File: src/sdlpt_defines.vh
// shared constants for the serdes lock, power and test control block
`ifndef SDLPT_DEFINES_VH
`define SDLPT_DEFINES_VH

`define SDLPT_CLK_MHZ 40
`define SDLPT_FRAME_BITS 12
`define SDLPT_PH_W 4
`define SDLPT_PH_LAST 4'hb
`define SDLPT_PH_HALF 4'h5
`define SDLPT_TX_INIT_CYCLES 10'h1fe
`define SDLPT_SYNC_PATTERN 12'hfc0
`define SDLPT_START_BIT 1'b1
`define SDLPT_STOP_BIT 1'b0
`define SDLPT_LFSR_SEED 10'h3ff
`define SDLPT_BIST_TIME_US 33000
`define SDLPT_RX_BIT_CYCLES 3'h4
`define SDLPT_RX_SAMPLE_PH 3'h2
`define SDLPT_PERSIST 3'h4

`define SDLPT_ADDR_CTRL 8'h00
`define SDLPT_ADDR_STATUS 8'h04
`define SDLPT_ADDR_ERRORS 8'h08
`define SDLPT_CTRL_RESET 3'h0
`define SDLPT_CTRL_EXTEST 0
`define SDLPT_CTRL_EXT_LEVEL 1
`define SDLPT_CTRL_BIST 2
`define SDLPT_HTRANS_NONSEQ 2'h2
`define SDLPT_HTRANS_SEQ 2'h3

`endif

File: src/sdlpt_link_ctrl.v
// serdes link-state control: framing, lock, power-down, output enables, test
// What this block does
// - link_lock_n goes low when the receiver locks onto the clock bits.
// - losing lock raises link_lock_n and floats parallel_out and recovered_clock.
// - two independent sync request inputs; either one starts the sync pattern.
// - receiver locks to random data without any sync pattern.
// - several candidate clock positions keep lock inactive until the pattern changes.
// - a low bit below a high bit mimics clock bits; only bits 0-8.
// - receiver powers down only when power_down_n and receiver_output_enable are low.
// - serializer powers down whenever power_down_n is low.
// - in power-down the PLLs stop and outputs float.
// - serializer needs 510 transmit_clock cycles after power-down before sending.
// - after power-down the receiver reinitializes, link_lock_n high until locked.
// - driver_output_enable low floats both serial driver outputs.
// - driver_output_enable high again resumes the serializer's previous state.
// - receiver_output_enable low floats parallel_out and recovered_clock.
// - link_lock_n stays driven and tracks lock while receiver outputs float, unless the receiver is powered down.
// - EXTEST drives and checks the serial interconnect as a go/no-go test.
// - RUNBIST runs an at-speed interconnect test lasting about 33 ms.
// - BIST result holds pass and done; pass means lock was seen and no word error was counted.
// - each frame is start bit high, ten data bits, stop bit low.
// - while a sync request is high the serializer sends six ones, six zeros.
`timescale 1ns/1ps
`include "sdlpt_defines.vh"
module sdlpt_link_ctrl #(
   parameter BIST_CYCLES = `SDLPT_BIST_TIME_US * `SDLPT_CLK_MHZ,
   parameter [2:0] PERSIST = `SDLPT_PERSIST
) (
   input wire clock_in,
   input wire nrst_in,
   input wire hsel_in,
   input wire [31:0] haddr_in,
   input wire [1:0] htrans_in,
   input wire hwrite_in,
   input wire [2:0] hsize_in,
   input wire [31:0] hwdata_in,
   input wire hready_in,
   output reg [31:0] hrdata_out,
   output reg hreadyout_out,
   output reg hresp_out,
   input wire transmit_clock_in,
   input wire transmit_edge_select_in,
   input wire [9:0] parallel_in,
   input wire sync_request_a_in,
   input wire sync_request_b_in,
   input wire power_down_n_in,
   input wire driver_output_enable_in,
   input wire receiver_output_enable_in,
   input wire rx_serial_in,
   output reg [11:0] serial_word_out,
   output reg serial_oe_n_out,
   output reg [9:0] parallel_out,
   output reg recovered_clock_out,
   output reg parallel_oe_n_out,
   output reg link_lock_n_out,
   output reg link_lock_oe_n_out
);
   reg rst_a_q, rst_n_q;
   wire [7:0] pin_s;
   wire [9:0] pdata_s;
   wire tx_clk_s, edge_sel_s, sync_a_s, sync_b_s, pwr_n_s, drv_en_s, ren_s, rx_line_s;
   reg tx_clk_prev_q;
   wire tx_edge, tx_pd, rx_pd, tx_ready;
   reg [9:0] tx_init_q;
   reg [9:0] pdata_rev;
   reg [9:0] tx_lfsr_q;
   reg [2:0] ctrl_q;
   reg bist_run_q, bist_done_q, bist_pass_q, bist_have_prev_q, bist_locked_q;
   reg [21:0] bist_cnt_q;
   reg [15:0] bist_err_q;
   reg [9:0] rx_prev_word_q;
   reg line_prev_q, prev_bit_q, lock_q, amb_q, wr_pend_q;
   reg [2:0] bit_ph_q;
   wire bit_sample;
   reg [3:0] ph_q;
   reg [11:0] rx_sr_q;
   wire [11:0] persist;
   wire [11:0] strobe;
   reg [3:0] ncand;
   reg [3:0] cand_idx;
   reg [3:0] lock_idx_q;
   wire [3:0] stop_ph;
   wire [3:0] mid_ph;
   reg [9:0] rx_word;
   reg [7:0] wr_addr_q;
   wire bus_take;
   reg [31:0] rd_mux;
   integer k, j, m;

   function [9:0] lfsr_next;
      input [9:0] v;
      begin
         lfsr_next = {v[8:0], v[9] ^ v[6]};
      end
   endfunction

   // reset release through two flops
   always @(posedge clock_in or negedge nrst_in) begin
      if (!nrst_in) begin
         rst_a_q <= 1'b0;
         rst_n_q <= 1'b0;
      end else begin
         rst_a_q <= 1'b1;
         rst_n_q <= rst_a_q;
      end
   end

   sdlpt_sync3 #(.W(8)) u_pin_sync (
      .clock_in(clock_in),
      .rst_n_in(rst_n_q),
      .async_in({rx_serial_in, receiver_output_enable_in, driver_output_enable_in,
                 power_down_n_in, sync_request_b_in, sync_request_a_in,
                 transmit_edge_select_in, transmit_clock_in}),
      .level_out(pin_s)
   );

   // data shares the clock's delay so it stays aligned with the sampled edge
   sdlpt_sync3 #(.W(10)) u_data_sync (
      .clock_in(clock_in),
      .rst_n_in(rst_n_q),
      .async_in(parallel_in),
      .level_out(pdata_s)
   );

   assign tx_clk_s = pin_s[0];
   assign edge_sel_s = pin_s[1];
   assign sync_a_s = pin_s[2];
   assign sync_b_s = pin_s[3];
   assign pwr_n_s = pin_s[4];
   assign drv_en_s = pin_s[5];
   assign ren_s = pin_s[6];
   assign rx_line_s = pin_s[7];

   assign tx_edge = edge_sel_s ? (tx_clk_s & ~tx_clk_prev_q) : (~tx_clk_s & tx_clk_prev_q);
   assign tx_pd = ~pwr_n_s;
   assign rx_pd = ~pwr_n_s & ~ren_s;
   assign tx_ready = tx_init_q == `SDLPT_TX_INIT_CYCLES;

   // test words go out in data order so the far end sees the register value
   always @* begin
      for (k = 0; k < 10; k = k + 1) begin
         pdata_rev[9 - k] = bist_run_q ? tx_lfsr_q[k] : pdata_s[k];
      end
   end

   // ---------------- serializer ----------------
   always @(posedge clock_in or negedge rst_n_q) begin
      if (!rst_n_q) begin
         tx_clk_prev_q <= 1'b0;
         tx_init_q <= 10'h000;
         tx_lfsr_q <= `SDLPT_LFSR_SEED;
         serial_word_out <= 12'h000;
         serial_oe_n_out <= 1'b1;
      end else begin
         tx_clk_prev_q <= tx_clk_s;
         if (tx_pd) begin
            tx_init_q <= 10'h000;
         end else if (tx_edge && !tx_ready) begin
            tx_init_q <= tx_init_q + 10'h001;
         end
         if (!bist_run_q) begin
            tx_lfsr_q <= `SDLPT_LFSR_SEED;
         end else if (tx_edge && tx_ready) begin
            tx_lfsr_q <= lfsr_next(tx_lfsr_q);
         end
         // frame state is kept while the driver floats, so re-enabling resumes it
         if (ctrl_q[`SDLPT_CTRL_EXTEST]) begin
            serial_word_out <= {12{ctrl_q[`SDLPT_CTRL_EXT_LEVEL]}};
         end else if (tx_edge && tx_ready) begin
            if (sync_a_s || sync_b_s) begin
               serial_word_out <= `SDLPT_SYNC_PATTERN;
            end else if (bist_run_q) begin
               serial_word_out <= {`SDLPT_START_BIT, pdata_rev, `SDLPT_STOP_BIT};
            end else begin
               serial_word_out <= {`SDLPT_START_BIT, pdata_rev, `SDLPT_STOP_BIT};
            end
         end
         serial_oe_n_out <= ~(drv_en_s & ~tx_pd & (tx_ready | ctrl_q[`SDLPT_CTRL_EXTEST]));
      end
   end

   // ---------------- receiver bit timing ----------------
   // every line change re-centres the sample point; long runs free-run
   assign bit_sample = bit_ph_q == `SDLPT_RX_SAMPLE_PH;

   always @(posedge clock_in or negedge rst_n_q) begin
      if (!rst_n_q) begin
         line_prev_q <= 1'b0;
         bit_ph_q <= 3'h0;
         prev_bit_q <= 1'b0;
         ph_q <= 4'h0;
         rx_sr_q <= 12'h000;
      end else begin
         line_prev_q <= rx_line_s;
         if (rx_line_s != line_prev_q || bit_ph_q == `SDLPT_RX_BIT_CYCLES - 3'h1) begin
            bit_ph_q <= 3'h0;
         end else begin
            bit_ph_q <= bit_ph_q + 3'h1;
         end
         if (rx_pd) begin
            ph_q <= 4'h0;
         end else if (bit_sample) begin
            prev_bit_q <= rx_line_s;
            rx_sr_q <= {rx_sr_q[10:0], rx_line_s};
            ph_q <= (ph_q == `SDLPT_PH_LAST) ? 4'h0 : ph_q + 4'h1;
         end
      end
   end

   // ---------------- false-lock detection ----------------
   // a data bit low under a high neighbour gives a second low-high boundary;
   // bit 9 is followed by the low stop bit, so it can never do so
   genvar g;
   generate
      for (g = 0; g < `SDLPT_FRAME_BITS; g = g + 1) begin : g_off
         assign strobe[g] = bit_sample & (ph_q == g);
         sdlpt_offset_track #(.PERSIST(PERSIST)) u_track (
            .clock_in(clock_in),
            .rst_n_in(rst_n_q),
            .clear_in(rx_pd),
            .strobe_in(strobe[g]),
            .rise_in(~prev_bit_q & rx_line_s),
            .persist_out(persist[g])
         );
      end
   endgenerate

   always @* begin
      ncand = 4'h0;
      cand_idx = 4'h0;
      for (j = 0; j < `SDLPT_FRAME_BITS; j = j + 1) begin
         if (persist[j]) begin
            ncand = ncand + 4'h1;
            cand_idx = j[3:0];
         end
      end
   end

   assign stop_ph = (lock_idx_q == 4'h0) ? `SDLPT_PH_LAST : lock_idx_q - 4'h1;
   assign mid_ph = (lock_idx_q > `SDLPT_PH_LAST - `SDLPT_PH_HALF) ?
                   lock_idx_q + `SDLPT_PH_HALF - (`SDLPT_PH_LAST + 4'h1) :
                   lock_idx_q + `SDLPT_PH_HALF;

   // at the stop sample the last ten bits shifted in are d9 (bit 0) back to d0
   always @* begin
      for (m = 0; m < 10; m = m + 1) begin
         rx_word[m] = rx_sr_q[9 - m];
      end
   end

   // ---------------- lock and receiver outputs ----------------
   always @(posedge clock_in or negedge rst_n_q) begin
      if (!rst_n_q) begin
         lock_q <= 1'b0;
         amb_q <= 1'b0;
         lock_idx_q <= 4'h0;
         parallel_out <= 10'h000;
         recovered_clock_out <= 1'b0;
         parallel_oe_n_out <= 1'b1;
         link_lock_n_out <= 1'b1;
         link_lock_oe_n_out <= 1'b1;
      end else begin
         // exactly one persisting boundary means lock, random data or sync alike
         lock_q <= (ncand == 4'h1) & ~rx_pd;
         amb_q <= ncand > 4'h1;
         if (ncand == 4'h1) begin
            lock_idx_q <= cand_idx;
         end
         link_lock_n_out <= ~lock_q;
         link_lock_oe_n_out <= rx_pd;
         parallel_oe_n_out <= ~(lock_q & ren_s & ~rx_pd);
         if (!lock_q) begin
            recovered_clock_out <= 1'b0;
         end else if (bit_sample && ph_q == stop_ph) begin
            parallel_out <= rx_word; // oldest data bit is bit 0
            recovered_clock_out <= 1'b1;
         end else if (bit_sample && ph_q == mid_ph) begin
            recovered_clock_out <= 1'b0;
         end
      end
   end

   // ---------------- built-in self test ----------------
   // a zero-error run is the only pass; the run is far shorter than 1e7 bits
   always @(posedge clock_in or negedge rst_n_q) begin
      if (!rst_n_q) begin
         bist_run_q <= 1'b0;
         bist_done_q <= 1'b0;
         bist_pass_q <= 1'b0;
         bist_cnt_q <= 22'h000000;
         bist_err_q <= 16'h0000;
         bist_have_prev_q <= 1'b0;
         bist_locked_q <= 1'b0;
         rx_prev_word_q <= 10'h000;
      end else if (wr_pend_q && wr_addr_q == `SDLPT_ADDR_CTRL &&
                   hwdata_in[`SDLPT_CTRL_BIST]) begin
         bist_run_q <= 1'b1;
         bist_done_q <= 1'b0;
         bist_pass_q <= 1'b0;
         bist_cnt_q <= 22'h000000;
         bist_err_q <= 16'h0000;
         bist_have_prev_q <= 1'b0;
         bist_locked_q <= 1'b0;
      end else if (bist_run_q) begin
         bist_cnt_q <= bist_cnt_q + 22'h000001;
         if (lock_q) begin
            bist_locked_q <= 1'b1;
         end
         if (lock_q && bit_sample && ph_q == stop_ph) begin
            rx_prev_word_q <= rx_word;
            bist_have_prev_q <= 1'b1;
            if (bist_have_prev_q && lfsr_next(rx_prev_word_q) != rx_word
                && bist_err_q != 16'hffff) begin
               bist_err_q <= bist_err_q + 16'h0001;
            end
         end
         if (bist_cnt_q == BIST_CYCLES[21:0] - 22'h000001) begin
            bist_run_q <= 1'b0;
            bist_done_q <= 1'b1;
            bist_pass_q <= bist_locked_q & (bist_err_q == 16'h0000);
         end
      end
   end

   // ---------------- AHB-Lite slave, zero wait states ----------------
   assign bus_take = hsel_in & hready_in &
                     (htrans_in == `SDLPT_HTRANS_NONSEQ || htrans_in == `SDLPT_HTRANS_SEQ);

   always @* begin
      rd_mux = 32'h00000000;
      case (haddr_in[7:0])
         `SDLPT_ADDR_CTRL: rd_mux = {29'h0, 1'b0, ctrl_q[1:0]};
         `SDLPT_ADDR_STATUS: rd_mux = {24'h0, rx_pd, tx_pd, rx_line_s, tx_ready,
                                       amb_q, lock_q, bist_done_q, bist_pass_q};
         `SDLPT_ADDR_ERRORS: rd_mux = {16'h0, bist_err_q};
         default: rd_mux = 32'h00000000;
      endcase
   end

   always @(posedge clock_in or negedge rst_n_q) begin
      if (!rst_n_q) begin
         ctrl_q <= `SDLPT_CTRL_RESET;
         wr_pend_q <= 1'b0;
         wr_addr_q <= 8'h00;
         hrdata_out <= 32'h00000000;
         hreadyout_out <= 1'b1;
         hresp_out <= 1'b0;
      end else begin
         hreadyout_out <= 1'b1;
         hresp_out <= 1'b0;
         wr_pend_q <= bus_take & hwrite_in;
         if (bus_take) begin
            wr_addr_q <= haddr_in[7:0];
         end
         if (bus_take && !hwrite_in) begin
            hrdata_out <= rd_mux;
         end
         if (wr_pend_q && wr_addr_q == `SDLPT_ADDR_CTRL) begin
            ctrl_q <= {1'b0, hwdata_in[`SDLPT_CTRL_EXT_LEVEL], hwdata_in[`SDLPT_CTRL_EXTEST]};
         end
      end
   end
endmodule

File: src/sdlpt_sync3.v
// three-flop input synchroniser with second/third agreement filter
`timescale 1ns/1ps
module sdlpt_sync3 #(
   parameter W = 1
) (
   input wire clock_in,
   input wire rst_n_in,
   input wire [W-1:0] async_in,
   output reg [W-1:0] level_out
);
   reg [W-1:0] s1_q;
   reg [W-1:0] s2_q;
   reg [W-1:0] s3_q;
   integer i;

   always @(posedge clock_in or negedge rst_n_in) begin
      if (!rst_n_in) begin
         s1_q <= {W{1'b0}};
         s2_q <= {W{1'b0}};
         s3_q <= {W{1'b0}};
         level_out <= {W{1'b0}};
      end else begin
         s1_q <= async_in;
         s2_q <= s1_q;
         s3_q <= s2_q;
         // per bit, a change counts only once both late stages agree
         for (i = 0; i < W; i = i + 1) begin
            if (s2_q[i] == s3_q[i]) begin
               level_out[i] <= s3_q[i];
            end
         end
      end
   end
endmodule

File: src/sdlpt_offset_track.v
// per-offset tracker: counts frames in a row with a low-high boundary
`timescale 1ns/1ps
`include "sdlpt_defines.vh"
module sdlpt_offset_track #(
   parameter [2:0] PERSIST = `SDLPT_PERSIST
) (
   input wire clock_in,
   input wire rst_n_in,
   input wire clear_in,
   input wire strobe_in,
   input wire rise_in,
   output reg persist_out
);
   reg [2:0] count_q;

   always @(posedge clock_in or negedge rst_n_in) begin
      if (!rst_n_in) begin
         count_q <= 3'h0;
         persist_out <= 1'b0;
      end else if (clear_in) begin
         count_q <= 3'h0;
         persist_out <= 1'b0;
      end else if (strobe_in) begin
         if (!rise_in) begin
            // one missing boundary drops this offset at once
            count_q <= 3'h0;
            persist_out <= 1'b0;
         end else if (count_q != PERSIST) begin
            count_q <= count_q + 3'h1;
            persist_out <= (count_q + 3'h1) == PERSIST;
         end
      end
   end
endmodule

File: config.mk
export PLATFORM = sky130hd
export DESIGN_NAME = sdlpt_link_ctrl
export DESIGN_NICKNAME = d
export VERILOG_FILES = /design/src/sdlpt_link_ctrl.v /design/src/sdlpt_sync3.v /design/src/sdlpt_offset_track.v
export VERILOG_INCLUDE_DIRS = /design/src
export SDC_FILE = /design/constraint.sdc
export NUM_CORES = 1
export LEC_CHECK = 0
export BUFFER_PORTS_ARGS = -buffer_cell sky130_fd_sc_hd__clkbuf_2
export CAP_MARGIN = 0
export CORE_AREA = 2 2 179 181
export CTS_CLUSTER_SIZE = 14
export DETAILED_ROUTE_END_ITERATION = 10
export DIE_AREA = 0 0 181 183
export GPL_TIMING_DRIVEN = 0
export PLACE_DENSITY_LB_ADDON = 0.25
export RECOVER_POWER = 100
export SETUP_SLACK_MARGIN = 0.5
export SYNTH_ARGS = -nofsm -noshare
export SYNTH_HDL_FRONTEND = slang
export SYNTH_SLANG_ARGS = --single-unit
File: constraint.sdc
create_clock -name clock_in -period 10.9 [get_ports clock_in]
set_input_delay 0.545 -clock clock_in [delete_from_list [all_inputs] [get_ports clock_in]]
set_output_delay 0.545 -clock clock_in [all_outputs]
set_load 0.02 [all_outputs]
==> results.tsv, run 1 <==
metric	value	unit
finalPower	2.616	mW
hold_viol_final	0	
avgSynthCellArea	10.66	µm²
fin_skew	30.61	ps
clkSinkCount	274	
critical-path-top-delay-family	compound AO/OA/AOI/OAI gates	
die_w	181	µm
worstHoldStart	parallel_in[9]	
drt-wirelength-per-cell	15.30	µm
leakagePower	6.878	nW
grt_pass1_vias	9117	
reg2reg_to	lock_idx_q[3]	
areaGrowthSynthToFinish	14.47	%
yosysTopAreaCell	dfrtp_1	
drt_iter0_drc	457	
rr_startpoint	g_off[1].u_track.persist_out	
drive_above_1_share	0.1290	
dpl.hpwl	19.63	mm
start_kind	flop	
critPathArrivalTime	8360	ps
post-route-min-period	7932	ps
rr_worst_depth	32	
dieHeight	183	µm
antenna_found_initial	0	
crit_fanout	6	
dr.pass1.iters	5	
post_cts_resized	0	
rsz0062_at_grt	no	
place_inst	1748	
path_clk_slew	60	ps
period_share	0.7277	
cts_tree	done	
io_buffers	77	
htreeDepth	1	
regToRegSetupSlack	2970	ps
grt_pass1_wl	46.91	mm
drv_slew	231	
yosys.cell_count.top_type	dfrtp_1	
numCtsBuffers	30	
grt_use_met1	0.2450	
fin_cells	1805	
max_stage_delay	640	ps
worst_path_most_repeated_cell	ha_1	
endpoint_kind	flop	
fin_nets	1534	
crit_type	reg -> reg	
gp_congestion	0.7878	
num_vias	9249	
synth_area	13310	µm²
grt-ovfl-total	0	
worstHoldPathType	in -> reg	
top_usage_layer	met2	
max_freq	0.1261	GHz
finalSetupViolCount	0	
holdBufCountCts	1	
grt_use_total	0.1706	
core	31230	µm²
powerDensity	171.7	nW/µm²
netlist_top_cells_count	260 x dfrtp_1, 111 x nand2_1, 106 x nor2_1	
dieArea	33120	µm²
start_util	0.4261	
use_met2	0.2752	
drc	0	
drv_cap	5	
cts_setup_buffers	0	
cts_buffer_depth	3	
synth_seq_cells	274	
synth_edf_count	0	
yosysSeqAreaShare	0.5166	
ios	153	
synth_area_leaders	dfrtp_1 49%, ha_1 5.9%, xor2_1 3.5%	
tightest_slew	3614	ps
yosys_warnings	0	
clk_latency	570	ps
status	finished with violations	
routed_wl	27.62	mm
synthArstFlopShare	1.000	
hold_path_end	u_data_sync.s1_q[9]	
synth_ff_type	dfrtp_1	
grtUsageMet3	0.02403	
num_rows	65	
violations	capacitance limit, slew limit	
crit_slowest_cell	a311oi_1	
max-slew-margin-rel	-1.409	
path_buf_inv	4	
n_antenna_cell	0	
final_antenna_net_count	0	
yosysTopAreaCellShare	0.4890	
hold_depth	1	
cts-root-buf	clkbuf_16	
synth_cells	1248	
grt_max_degree	72	
crit_required	11330	ps
vdd_drop_max	0.0001173	V
synth.distinct_cells	80	
vias_per_cell	5.124	
## registers in the layout, summed over array words and instances, names as in the netlist, 10 cells and up
signal                     cells
bist_cnt_q                    22
bist_err_q                    16
g_off.u_track.count_q         36
g_off.u_track.persist_out     12
hrdata_out                    16
parallel_out                  10
rx_prev_word_q                10
rx_sr_q                       10
serial_word_out               12
tx_init_q                     10
tx_lfsr_q                     10
u_data_sync.level_out         10
u_data_sync.s1_q              10
u_data_sync.s2_q              10
u_data_sync.s3_q              10
## cell usage in the layout, fill, tap and decap left out, drive strengths merged, types with 4 or more instances in the layout
master   netlist  layout
nor4           5       5
nor4b          5       5
clkinv         1      14
nand3         72      72
o21ai         82      82
xnor2         53      53
inv           57      58
nor2         107     107
maj3          18      18
dfrtp        260     260
and4           4       4
ha            63      63
o211ai         9       9
nand4         26      26
and3           9       9
xor2          53      53
clkbuf        37     157
conb           2      19
or3            6       6
a21oi         24      24
bufinv         0       4
a22o           9       9
nand2b         7       7
dfstp         14      14
nand2        112     112
buf           28      25
a211oi         4       4
a22oi          7       7
nor2b         16      16
o31ai          9       9
nor3          10      10
a31oi         29      29
a2111oi        6       6
o32ai          4       4
mux2i         15      15
mux2          42      42
## per-stage QoR
stage	worst slack [ps]	hold WS [ps]	utilization	TNS, ps	cell area, µm²
global placement	-434.7	330.9	0.4566	-103370	14260
global route	2181	56.30	0.4877	0	15230
detailed placement	3401	332.1	0.4602	0	14370
floorplan	2723	249.4	-	0	13370
finish	2968	83.95	0.4877	0	15230
CTS	3360	52.91	0.4934	0	15410
## power breakdown
part | total [mW] | switching [mW] | internal [mW]
Clock | 1.04 | 0.418 | 0.621
Sequential | 1.23 | 0.103 | 1.12
Combinational | 0.349 | 0.211 | 0.138
## how the worst max path moves through the flow
stage                                            start                 end  cells after the start
after floorplan                                rst_n_q               amb_q                      0
after global placement                         rst_n_q  u_pin_sync.s1_q[4]                      0
after detailed placement  g_off[1].u_track.persist_out       lock_idx_q[2]                     32
after CTS                 g_off[1].u_track.persist_out       lock_idx_q[2]                     32
after global routing      g_off[1].u_track.persist_out       lock_idx_q[2]                     32
final                     g_off[1].u_track.persist_out       lock_idx_q[3]                     32
## worst register-to-register path: cells and delay by family, from the launching register on
kind            cells  cell delay, ps
compound gates      8            2060
buf+inv             4             520
xor+xnor            7            1710
fa+ha+maj           5            1460
mux                 1             390
flops               1             390
simple gates        7            1260
## layout make-up
class                           count  area [µm²]
Multi-Input combinational cell    868        5902
Buffer                             65       326.6
Fill cell                        2914       16000
Sequential cell                   274        6874
Clock buffer                       36       803.3
Timing Repair Buffer               82       376.6
Clock inverter                     20       224.0
Tap cell                          402       503.0
Inverter                           58       222.7
## cells by family (layout without fill, tap and decap cells)
family                   after synthesis  count (layout)  synth area share
flip-flops                           274             274            0.5166
adder cells (fa/ha/maj)               81              81           0.07278
AO/OA/AOI/OAI                        206             206            0.1006
other                                  2              19         0.0005644
XOR/XNOR                             109             109           0.07767
AND/OR/NAND/NOR                      396             396            0.1430
multiplexers                          57              57           0.04739
buffers and inverters                123             261           0.04137
## routing by layer
layer | share of wire | up-vias | wire, µm
li1 | - | 4551 | -
met1 | 0.49 | 4534 | 13530
met2 | 0.46 | 130 | 12730
met3 | 0.032 | 34 | 890
met4 | 0.017 | 0 | 467
met5 | 0 | - | 0
Power figures use the tool's default switching activity.
==> run 2, diff against run 1 <==
- ABC_AREA: not set -> 1
- CORE_AREA: 2 2 179 181 -> 2 2 180 182
- DIE_AREA: 0 0 181 183 -> 0 0 182 184
- clock period: 10.9 -> 7.5 ns (I/O delays scaled with it)
==> results.tsv, run 2 <==
metric	value	unit	change
crit_slowest_cell	dfrtp_1		
crit_type	reg -> reg		
start_kind	flop		
start_util	0.4290		+0.002894
clkSinkCount	274		unchanged
fin_setup_tns	0	ps	unchanged
critPathArrivalTime	5970	ps	-2390 ps
grt_pass1_wl	48.71	mm	+3.8%
synth_area_leaders	dfrtp_1 48%, nand2_1 8.2%, ha_1 5.9%		
post-route-min-period	5546	ps	-2386 ps
max_freq	0.1803	GHz	+43%
combinationalPowerShare	0.147		+0.014
final_antenna_net_count	0		unchanged
vdd_drop_max	0.0001669	V	+42%
rr_startpoint	g_off[1].u_track.persist_out		
routed_wl	28.86	mm	+4.5%
worst_path_most_repeated_cell	nand2_1		
cts_buffer_depth	3		unchanged
synth_area	13470	µm²	+1.2%
regToRegSetupSlack	1950	ps	-1010 ps
max_stage_delay	410	ps	-230 ps
numCtsBuffers	29		-3.3%
violations	capacitance limit, slew limit		
power.share.switching	0.2865		+0.006712
synth_ff_type	dfrtp_1		
synthArstFlopShare	1.000		unchanged
top_register	g_off.u_track.count_q		
powerDensity	241.2	nW/µm²	+40%
fin_skew	15.59	ps	-15.02 ps
worstHoldPathType	in -> reg		
yosysSeqAreaShare	0.5105		-0.006144
cts-root-buf	clkbuf_16		
vias_per_cell	4.949		-3.4%
num_rows	65		unchanged
dieHeight	184	µm	+0.55%
io_buffers	77		unchanged
die_w	182	µm	+0.55%
grt_use_total	0.1745		+0.003894
leakagePower	7.546	nW	+9.7%
core	31390	µm²	+0.52%
worstHoldStart	hwrite_in		
synthAdderAreaFrac	0.07191		-0.0008655
avgSynthCellArea	8.836	µm²	-17%
gp_congestion	0.8471		+7.5%
layout_common_cells	295 x nand2_1, 260 x dfrtp_1, 202 x inv_1, 139 x nand3_1, 134 x o21ai_0		
synth_compound_area_frac	0.09291		-0.007700
post_cts_resized	0		unchanged
drc	0		unchanged
yosys.cell_count.top_type	nand2_1		
largest_reg_flops	36		unchanged
areaGrowthSynthToFinish	15.39	%	
synth_cells	1524		+22%
p_int	2.674	mW	+42%
grt_max_degree	71		-1.4%
synth_top_family_by_area	simple AND/OR/NAND/NOR gates		
grt-ovfl-total	0		unchanged
hold_path_end	wr_pend_q		
drt-wirelength-per-cell	13.77	µm	-10%
drv_cap	3		-2
power_frac_clock	0.383		-0.014
grt_pass1_vias	9992		+9.6%
cts_tree	done		
ios	153		unchanged
antenna_found_initial	0		unchanged
synth_edf_count	0		unchanged
use_met2	0.2879		+0.01271
netlist_top_cells_count	294 x nand2_1, 260 x dfrtp_1, 202 x inv_1		
p_sw	1.074	mW	+47%
dr.pass1.iters	7		+2
status	finished with violations		
synth.distinct_cells	57		-29%
grtUsageMet3	0.02595		+0.001924
hold_depth	3		+2
crit_fanout	6		unchanged
n_antenna_cell	0		unchanged
hold_viol_final	0		unchanged
yosys_warnings	0		unchanged
tightest_slew	2935	ps	-678.8 ps
fin_nets	1827		+19%
top_regs	g_off.u_track.count_q: 36 flops, bist_cnt_q: 22 flops		
synth_mux_area_frac	0.005017		-0.04237
top_usage_layer	met2		
num_vias	10370		+12%
fin_hold_ws	64.00	ps	-19.95 ps
max-slew-margin-rel	-0.9569		+0.4526
mostFrequentLayoutCell	nand2_1		
rr_worst_depth	36		+13%
grt_use_met1	0.2429		-0.002067
holdBufCountCts	19		+18
htreeDepth	1		unchanged
dieArea	33490	µm²	+1.1%
crit_required	7920	ps	-3410 ps
period_share	0.7395		+0.01180
synth_xor_area_frac	0.02211		-0.05556
reg2reg_to	lock_idx_q[0]		
cts_setup_buffers	0		unchanged
path_clk_slew	60	ps	about the same
utilization	0.4950		+0.007238
finalSetupViolCount	0		unchanged
endpoint_kind	flop		
drive_above_1_share	0.09327		-0.03574
power_frac_seq	0.470		about the same
rsz0062_at_grt	no		
clk_latency	540	ps	-30 ps
yosysTopAreaCellShare	0.4831		-0.005815
drv_slew	163		-29%
synth-simple-area-share	0.2190		+0.07597
drt_iter0_drc	575		+26%
yosysTopAreaCell	dfrtp_1		
synth_seq_cells	274		unchanged
dpl.hpwl	21.25	mm	+8.3%
[run 2: worst max-delay path: cells and delay by family, from the launching register on]
| kind | cells | cell delay, ps |
|---|---|---|
| and+or+nand+nor | 28 | 3210 |
| buffers and inverters | 3 | 320 |
| DFF | 1 | 410 |
| adders and majority gates | 5 | 1470 |
[run 2: worst max-delay path by stage]
stage | slack, ps | start | cells after the start | endpoint
final | 1950 | g_off[1].u_track.persist_out | 36 | lock_idx_q[0]
after detailed placement | 2280 | g_off[1].u_track.persist_out | 36 | lock_idx_q[0]
after global routing | 1330 | g_off[1].u_track.persist_out | 41 | lock_idx_q[1]
after global placement | 1230 | rst_n_q | 0 | u_pin_sync.s1_q[6]
after CTS | 2260 | g_off[1].u_track.persist_out | 36 | lock_idx_q[3]
after floorplan | 2850 | g_off[0].u_track.persist_out | 37 | lock_idx_q[0]
[run 2: layout make-up]
type	count	area (µm²)
plain buffers	49	270.3
clock buffers	43	808.3
clock inverters	10	135.1
fillers	3010	15850
inverters	207	779.5
multi-input cells	1011	5587
flip-flops and latches	274	6874
well taps	402	503.0
repair buffers	100	581.8
[run 2: kinds of logic (layout without fill, tap and decap cells)]
group	after synthesis	after routing
and+or+nand+nor	645	645
xor gates and xnor gates	34	34
muxes	6	6
other	2	19
buffers and inverters	256	409
DFF	274	274
adders and majority gates	81	81
AOI/OAI and AO/OA	226	226
[run 2: metal layers]
| layer | up-vias | wire length, µm |
|---|---|---|
| met5 | - | 0 |
| met4 | 0 | 684 |
| met3 | 41 | 1099 |
| met2 | 167 | 13060 |
| met1 | 4934 | 14010 |
| li1 | 5232 | - |
[run 2: stage by stage]
stage / setup WS (ps) / instance area, µm² / total power, mW / cells
final: 1954 / 15540 / 3.748 / 2096
after global routing: 1333 / 15540 / 3.962 / 2096
after CTS: 2261 / 15670 / 3.803 / 2096
after detailed placement: 2283 / 14530 / 2.346 / 2024
after global placement: 1232 / 14420 / 2.312 / 2020
after floorplan: 2847 / 13530 / 2.156 / 1541
[run 2: power by group through the flow]
stage	sequential (mW)	clock [mW]	combinational (mW)
floorplan	1.80	0	0.356
CTS	1.77	1.47	0.566
global placement	1.81	0	0.504
detailed placement	1.79	0	0.555
finish	1.76	1.43	0.551
global route	1.79	1.53	0.641
